$ cat src/rtl/etcol_pkg.sv
// Constants and carrier types for the first event-timer comparator load block
package etcol_pkg;
  localparam int          ADDR_W          = 6;
  localparam int          DATA_W          = 16;
  localparam int          MATCH_W         = 24;
  localparam logic [5:0]  HIGH_REG_ADDR   = 6'h1b;
  localparam logic [5:0]  LOW_REG_ADDR    = 6'h1c;
  localparam int          OFF_BIT         = 15;
  localparam int          HIGH_BYTE_MSB   = 7;
  localparam logic        OFF_RESET       = 1'b0;
  localparam logic [7:0]  HIGH_BYTE_RESET = 8'hff;
  localparam logic [15:0] LOW_WORD_RESET  = 16'hffff;
  localparam logic [23:0] ACTIVE_RESET    = 24'hffffff;

  typedef struct packed {
    logic              write;
    logic [ADDR_W-1:0] addr;
    logic [DATA_W-1:0] data;
  } etcol_regwr_s;
endpackage : etcol_pkg
$ cat src/rtl/etcol_compare_one.sv
// Compare-one match value registers, staged load and match detector
`timescale 1ns/10ps
module etcol_compare_one
  import etcol_pkg::*;
(
  input  wire logic               clock,
  input  wire logic               rst_n,
  input  wire etcol_regwr_s       regWr,
  input  wire logic [ADDR_W-1:0]  regRdAddr,
  input  wire logic [MATCH_W-1:0] eventTimer,
  output logic      [DATA_W-1:0]  regRdData_r,
  output logic      [MATCH_W-1:0] compareOneMatchValue_r,
  output logic                    compareOneActiveOff_r,
  output logic                    matchEvent_r
);
  logic                 compareOneOff_r;
  logic [7:0]           highByte_r;
  logic [DATA_W-1:0]    compareOneLowWord_r;
  logic                 equalPrev_r;
  logic                 highWrite;
  logic                 lowWrite;
  logic                 equalNow;
  logic [DATA_W-1:0]    highView;
  logic [DATA_W-1:0]    regRdData_nxt;

  // Shared address decode for the write strobe and the read mux
  function automatic logic addrIs(input logic [ADDR_W-1:0] addr,
                                  input logic [ADDR_W-1:0] target);
    return addr == target;
  endfunction : addrIs

  assign highWrite = regWr.write && addrIs(regWr.addr, HIGH_REG_ADDR);
  assign lowWrite  = regWr.write && addrIs(regWr.addr, LOW_REG_ADDR);
  // Reserved bits 14:8 read as zero
  assign highView  = {compareOneOff_r, 7'h00, highByte_r};

  // Staged high register: writes here never touch the active comparator
  always_ff @(posedge clock or negedge rst_n) begin
    if (!rst_n) begin
      compareOneOff_r <= OFF_RESET;
      highByte_r      <= HIGH_BYTE_RESET;
    end else if (highWrite) begin
      compareOneOff_r <= regWr.data[OFF_BIT];
      highByte_r      <= regWr.data[HIGH_BYTE_MSB:0];
    end
  end

  always_ff @(posedge clock or negedge rst_n) begin
    if (!rst_n) begin
      compareOneLowWord_r <= LOW_WORD_RESET;
    end else if (lowWrite) begin
      compareOneLowWord_r <= regWr.data;
    end
  end

  // Active comparator loads all fields in parallel on a low write
  always_ff @(posedge clock or negedge rst_n) begin
    if (!rst_n) begin
      compareOneMatchValue_r <= ACTIVE_RESET;
      compareOneActiveOff_r  <= OFF_RESET;
    end else if (lowWrite) begin
      compareOneMatchValue_r <= {highByte_r, regWr.data};
      compareOneActiveOff_r  <= compareOneOff_r;
    end
  end

  // One pulse when the timer arrives at the value, not every cycle it rests there
  assign equalNow = !compareOneActiveOff_r && (eventTimer == compareOneMatchValue_r);

  always_ff @(posedge clock or negedge rst_n) begin
    if (!rst_n) begin
      equalPrev_r  <= 1'b0;
      matchEvent_r <= 1'b0;
    end else begin
      equalPrev_r  <= equalNow;
      matchEvent_r <= equalNow && !equalPrev_r;
    end
  end

  always_comb begin
    if (addrIs(regRdAddr, HIGH_REG_ADDR)) begin
      regRdData_nxt = highView;
    end else if (addrIs(regRdAddr, LOW_REG_ADDR)) begin
      regRdData_nxt = compareOneLowWord_r;
    end else begin
      regRdData_nxt = '0;
    end
  end

  always_ff @(posedge clock or negedge rst_n) begin
    if (!rst_n) begin
      regRdData_r <= '0;
    end else begin
      regRdData_r <= regRdData_nxt;
    end
  end

  chk_high_stage_only: assert property (@(posedge clock) disable iff (!rst_n)
    highWrite && !lowWrite |=> $stable(compareOneMatchValue_r) && $stable(compareOneActiveOff_r))
    else $error("high write changed the active comparator");

  chk_low_load_value: assert property (@(posedge clock) disable iff (!rst_n)
    lowWrite |=> compareOneMatchValue_r == {$past(highByte_r), $past(regWr.data)})
    else $error("low write did not load the full match value");

  chk_low_load_off: assert property (@(posedge clock) disable iff (!rst_n)
    lowWrite |=> compareOneActiveOff_r == $past(compareOneOff_r))
    else $error("low write did not apply the staged off control");

  chk_off_bit_store: assert property (@(posedge clock) disable iff (!rst_n)
    highWrite |=> ##1 ($past(regRdAddr) != HIGH_REG_ADDR ||
                       regRdData_r[OFF_BIT] == $past(regWr.data[OFF_BIT], 2)))
    else $error("off control not read back in bit 15");

  chk_high_byte_store: assert property (@(posedge clock) disable iff (!rst_n)
    highWrite |=> highByte_r == $past(regWr.data[HIGH_BYTE_MSB:0])
                  && (!addrIs(regRdAddr, HIGH_REG_ADDR)
                      || regRdData_nxt[OFF_BIT-1:HIGH_BYTE_MSB+1] == 7'h00))
    else $error("high byte not stored");

  chk_low_word_store: assert property (@(posedge clock) disable iff (!rst_n)
    lowWrite |=> compareOneLowWord_r == $past(regWr.data))
    else $error("low word not stored");

  chk_match_pulse: assert property (@(posedge clock) disable iff (!rst_n)
    matchEvent_r |-> $past(eventTimer) == $past(compareOneMatchValue_r)
                     && !$past(compareOneActiveOff_r) ##1 !matchEvent_r)
    else $error("match pulse without an enabled equal timer");

  chk_off_blocks: assert property (@(posedge clock) disable iff (!rst_n)
    compareOneActiveOff_r && $past(compareOneActiveOff_r) |-> !matchEvent_r)
    else $error("match while comparator disabled");

  chk_active_hold: assert property (
    @(posedge clock) disable iff (!rst_n)
    !lowWrite
    |=> $stable(compareOneMatchValue_r) && $stable(compareOneActiveOff_r))
    else $error("active comparator changed without a low write");

  chk_staged_hold: assert property (
    @(posedge clock) disable iff (!rst_n)
    !highWrite
    |=> $stable(compareOneOff_r) && $stable(highByte_r))
    else $error("staged high register changed without a high write");

  chk_low_word_hold: assert property (
    @(posedge clock) disable iff (!rst_n)
    !lowWrite
    |=> $stable(compareOneLowWord_r))
    else $error("low word changed without a low write");

  chk_read_high_view: assert property (
    @(posedge clock) disable iff (!rst_n)
    addrIs(regRdAddr, HIGH_REG_ADDR)
    |=> regRdData_r[OFF_BIT] == $past(compareOneOff_r) && regRdData_r[HIGH_BYTE_MSB:0] == $past(highByte_r))
    else $error("high register read back wrong");

  chk_reserved_zero: assert property (
    @(posedge clock) disable iff (!rst_n)
    addrIs(regRdAddr, HIGH_REG_ADDR)
    |=> regRdData_r[OFF_BIT-1:HIGH_BYTE_MSB+1] == 7'h00)
    else $error("reserved high register bits not zero");

  chk_read_low_word: assert property (
    @(posedge clock) disable iff (!rst_n)
    addrIs(regRdAddr, LOW_REG_ADDR)
    |=> regRdData_r == $past(compareOneLowWord_r))
    else $error("low register read back wrong");

  chk_match_on_arrival: assert property (
    @(posedge clock) disable iff (!rst_n)
    !compareOneActiveOff_r && eventTimer == compareOneMatchValue_r && !equalPrev_r
    |=> matchEvent_r)
    else $error("no match pulse on arrival at the value");

  chk_single_pulse: assert property (
    @(posedge clock) disable iff (!rst_n)
    matchEvent_r
    |=> !matchEvent_r)
    else $error("match pulse longer than one cycle");

  chk_off_no_match: assert property (
    @(posedge clock) disable iff (!rst_n)
    compareOneActiveOff_r
    |=> !matchEvent_r)
    else $error("match pulse from a disabled comparator");

  chk_low_copy_off: assert property (
    @(posedge clock) disable iff (!rst_n)
    lowWrite && compareOneOff_r
    |=> compareOneActiveOff_r)
    else $error("low write did not disable the comparator");

  chk_low_copy_on: assert property (
    @(posedge clock) disable iff (!rst_n)
    lowWrite && !compareOneOff_r
    |=> !compareOneActiveOff_r)
    else $error("low write did not enable the comparator");

  chk_lone_high_byte: assert property (
    @(posedge clock) disable iff (!rst_n)
    lowWrite
    |=> compareOneMatchValue_r[MATCH_W-1:DATA_W] == $past(highByte_r))
    else $error("low write did not use the present high byte");

  chk_low_half_match: assert property (
    @(posedge clock) disable iff (!rst_n)
    1'b1
    |-> compareOneMatchValue_r[DATA_W-1:0] == compareOneLowWord_r)
    else $error("active low half differs from the low register");
endmodule : etcol_compare_one

$ cat config.mk
export PLATFORM = sky130hd
export DESIGN_NAME = etcol_compare_one
export DESIGN_NICKNAME = d
export VERILOG_FILES = /design/src/rtl/etcol_pkg.sv /design/src/rtl/etcol_compare_one.sv
export SDC_FILE = /design/constraint.sdc
export NUM_CORES = 1
export LEC_CHECK = 0
export ABC_AREA = 1
export BUFFER_PORTS_ARGS = -buffer_cell sky130_fd_sc_hd__buf_2
export CAP_MARGIN = 10
export CORE_ASPECT_RATIO = 0.9
export CORE_UTILIZATION = 30
export CTS_CLUSTER_SIZE = 10
export DETAILED_ROUTE_END_ITERATION = 10
export SETUP_SLACK_MARGIN = 0.1
export SYNTH_ARGS = -nofsm -noshare
export SYNTH_HDL_FRONTEND = slang
export SYNTH_SLANG_ARGS = --single-unit
$ cat constraint.sdc
create_clock -name clock -period 1.5 [get_ports clock]
set_input_delay 0.15 -clock clock [delete_from_list [all_inputs] [get_ports clock]]
set_output_delay 0.15 -clock clock [all_outputs]
set_load 0.05 [all_outputs]
* Yosys cells after proc, flatten, opt, wreduce, memory -nomap -nowiden
Cells that the tools add are included.
** Storage, ports and cells
- Register bits after elaboration :: 68
- Output and inout port bits :: 42
** Operators by class
- Equal/unequal tests :: 5
- Multiplexer cells :: 2
- Reduce and logical (&&, ||, !) cells :: 6
** Operators by type and width (number)
- $mux 16 :: 2
- $eq 24x24->1 :: 1
- $eq 6x5->1 const B :: 4
- $logic_and 1x1->1 :: 4
- $logic_not 1->1 :: 2

* Longest topological paths before layout
- Depth after elaboration :: 3
- Mapped depth :: 8
- Gate-level depth less buffers :: 8

* Least setup slack after synthesis
No wires, ideal clock.
- Kind :: reg2reg
- From :: reg compareOneLowWord_r[3] (netlist name)
- To :: reg matchEvent_r
- Arrival time :: 1.267 ns
- Slack :: 0.115 ns
- Stages on the path, launching flop included :: 7
- Path through :: dfstp_2 inv_1 or2_2 nand3_1 nor2_1 nand2_1 nor3_1
** RTL lines
- end signal, assigned :: RTL line etcol_compare_one.sv:76 : matchEvent_r <= equalNow && !equalPrev_r;
- end, declared :: RTL line etcol_compare_one.sv:14 : output logic matchEvent_r

==> results_dict.tcl <==
set metrics [dict create \
    p_clk_frac 0.295 \
    gp_congestion 0.8080 \
    violations "DRC" \
    clk_pin_slew_worst_paths_ps 100 \
    clock-sinks 52 \
    p_sw_frac 0.3081 \
    yosysSeqAreaShare 0.5431 \
    wl_um 6187 \
    pin_count 97 \
    grt_usage 0.1521 \
    worstHoldStart "regWr[5]" \
    synth_mux_area_frac 0 \
    hp-class "input pin to flop" \
    fin_util 0.4008 \
    vdd_ir_drop_max_mv 0.4219 \
    pwr-share-comb 0.204 \
    drc 14 \
    synth_xor_area_frac 0.003546 \
    clock_skew_ps 10.78 \
    drtAntennaViolNets 0 \
    power_density_nw_per_um2 1015 \
    worstMarginPinSlew_ps 321.2 \
    worstPathCellList "buf_2" \
    start_util 0.3076 \
    grt_pass1_wl_um 9867 \
    synth-simple-area-share 0.2432 \
    clock.fmax_ghz 0.7607 \
    grt_max_degree 53 \
    rsz0062_at_grt "true" \
    ys_types 20 \
    max_stage_delay_ps 580 \
    grt-ovfl-total 0 \
    fin_tns_setup_ps 0 \
    p_switching_uw 1006 \
    first_global_vias 2013 \
    synth_compound_area_frac 0.09169 \
    multiInputGateArea_sq_um 840.8 \
    maxSlewViolCount 0 \
    stdcell_area_sq_um 3218 \
    die_x_um 97.65 \
    holdPathStages 3 \
    io_buffers 96 \
    fin_crit_ps 1315 \
    synth_seq_cells 52 \
    cpMaxStageDelayCell "dfstp_2" \
    place_area_sq_um 3092 \
    cts-root-buf "clkbuf_8" \
    syn_inst 317 \
    cts_tree "yes" \
    synthAdderAreaFrac 0 \
    fin_crit_sh 0.8764 \
    core.rowCount 31 \
    p_int_uw 2259 \
    antenna_found_initial 0 \
    synth_top_family_by_area "simple AND/OR/NAND/NOR gates" \
    yosys_warnings 0 \
    post_drt_via_cell_ratio 4.247 \
    nNetsFinal 474 \
    dp_hpwl_um 4725 \
    vias 2204 \
    critPathTopFamily "flip-flops" \
    fillers 858 \
    die-height_um 88.08 \
    finalHoldViolCount 0 \
    cp_num_buf_inv 1 \
    core_area_sq_um 8029 \
    outcome "complete, but fails checks" \
    finalSetupViolations 0 \
    crit_start "compareOneLowWord_r[7]$_DFFE_PN1P_" \
    syn_nets 372 \
    syn_avg_cell_area_sq_um 7.791 \
    area_delta_synth_final_pct 30.29 \
    end_kind "primary output" \
    p_leak_uw 0.001792 \
    power_frac_seq 0.501 \
    layout.cells.most_common_list "nand2_1 (108), buf_2 (96), inv_1 (64)" \
    clock_latency_ps 310 \
    r2r_setup_slack_ps 220 \
    routedWlPerCell_um 11.92 \
    syn_area_sq_um 2470 \
    slew_headroom 0.7853 \
    cp.arrival_ps 1160 \
    die-area_sq_um 8601 \
    regArea_sq_um 1341 \
    cp.required_ps 1350 \
    layout-drive-gt1-share 0.3548 \
    critPathKind "flop to primary output" \
    final_common_cell "nand2_1" \
    worstSetupStartpointType "flop" \
    r2r-start "compareOneLowWord_r[7]$_DFFE_PN1P_" \
    cts_buffers 5 \
    drt-initial-drc-count 84 \
    r2r_cells 8 \
    cp_max_fo 5 \
    diodes 0 \
    post_cts_buffers 0 \
    maxCapViolCount 0 \
    hold_ws_ps 58.87 \
    cts_buffer_depth 2 \
    cp_num_cells 1 \
    cts_max_level 2 \
    dr.pass1.iters 7 \
]
power groups by stage:
stage | sequential (uW) | combinational (uW) | clock, uW
floorplan | 1870 | 225 | 0
global placement | 1650 | 668 | 0
detailed placement | 1660 | 674 | 0
CTS | 1640 | 678 | 995
global route | 1650 | 740 | 1060
finish | 1630 | 668 | 963
per-stage QoR:
step | total power [uW] | worst slack, ps | instances
global route | 3450 | 76.06 | 519
finish | 3265 | 185.4 | 519
floorplan | 2094 | 114.8 | 317
CTS | 3309 | 160.0 | 519
global placement | 2322 | 223.0 | 510
detailed placement | 2334 | 186.9 | 510
registers in the layout, summed over array words and instances, names as in the netlist:
register and count:
compareOneActiveOff_r 1, compareOneLowWord_r 15, compareOneMatchValue_r 9, compareOneOff_r 1, equalPrev_r 1, highByte_r 8
matchEvent_r 1, regRdData_r 16
final cells by class:
type | count | area share
flip-flops and latches | 52 | 0.4168
repair buffers | 103 | 0.1742
clock inverters | 3 | 0.01322
inverters | 64 | 0.07465
multi-input cells | 193 | 0.2613
well taps | 99 | 0.03849
clock buffers | 5 | 0.02138
metal layers:
layer	part of all wire	global-route usage
met1	0.45	0.1954
met2	0.47	0.2553
met3	0.073	0.04549
met4	0.0078	0.03444
met5	0	0
logic make-up after synthesis:
logic type / count (synthesis)
xor+xnor: 1
compound gates: 43
flops: 52
buf+inv: 72
simple gates: 149
timing repair:
| item | in CTS | in global routing |
|---|---|---|
| hold buffers | 1 | 0 |
| setup endpoints to repair | 0 | 1 |
| gates resized for setup | 0 | 1 |
| endpoints found under the hold margin | 20 | 0 |
worst paths after layout:
check | end
max in group asynchronous | compareOneMatchValue_r[17]$_DFFE_PN1P_
min | compareOneLowWord_r[5]$_DFFE_PN1P_
min in group asynchronous | matchEvent_r$_DFF_PN0_
max reg2reg | matchEvent_r$_DFF_PN0_
max | compareOneMatchValue_r[7]
min reg2reg | matchEvent_r$_DFF_PN0_
synth_stat cells:
cell type / instances / area share
o21ai_0: 19 / 0.039
inv_1: 64 / 0.097
xor2_1: 1 / 0.0035
nand4_2: 1 / 0.0051
o22ai_1: 6 / 0.015
nor2_1: 29 / 0.044
a21oi_1: 6 / 0.012
nand3_1: 3 / 0.0061
dfrtp_1: 20 / 0.20
nor3b_4: 1 / 0.0076
o21ai_2: 1 / 0.0035
nor3_1: 3 / 0.0061
nand2_1: 108 / 0.16
buf_6: 3 / 0.014
o21ai_1: 11 / 0.022
or2_2: 2 / 0.0051
nand4_1: 1 / 0.0025
clkbuf_1: 5 / 0.0076
dfstp_2: 32 / 0.34
nand2_2: 1 / 0.0025
(Power assumes the default switching activity.)
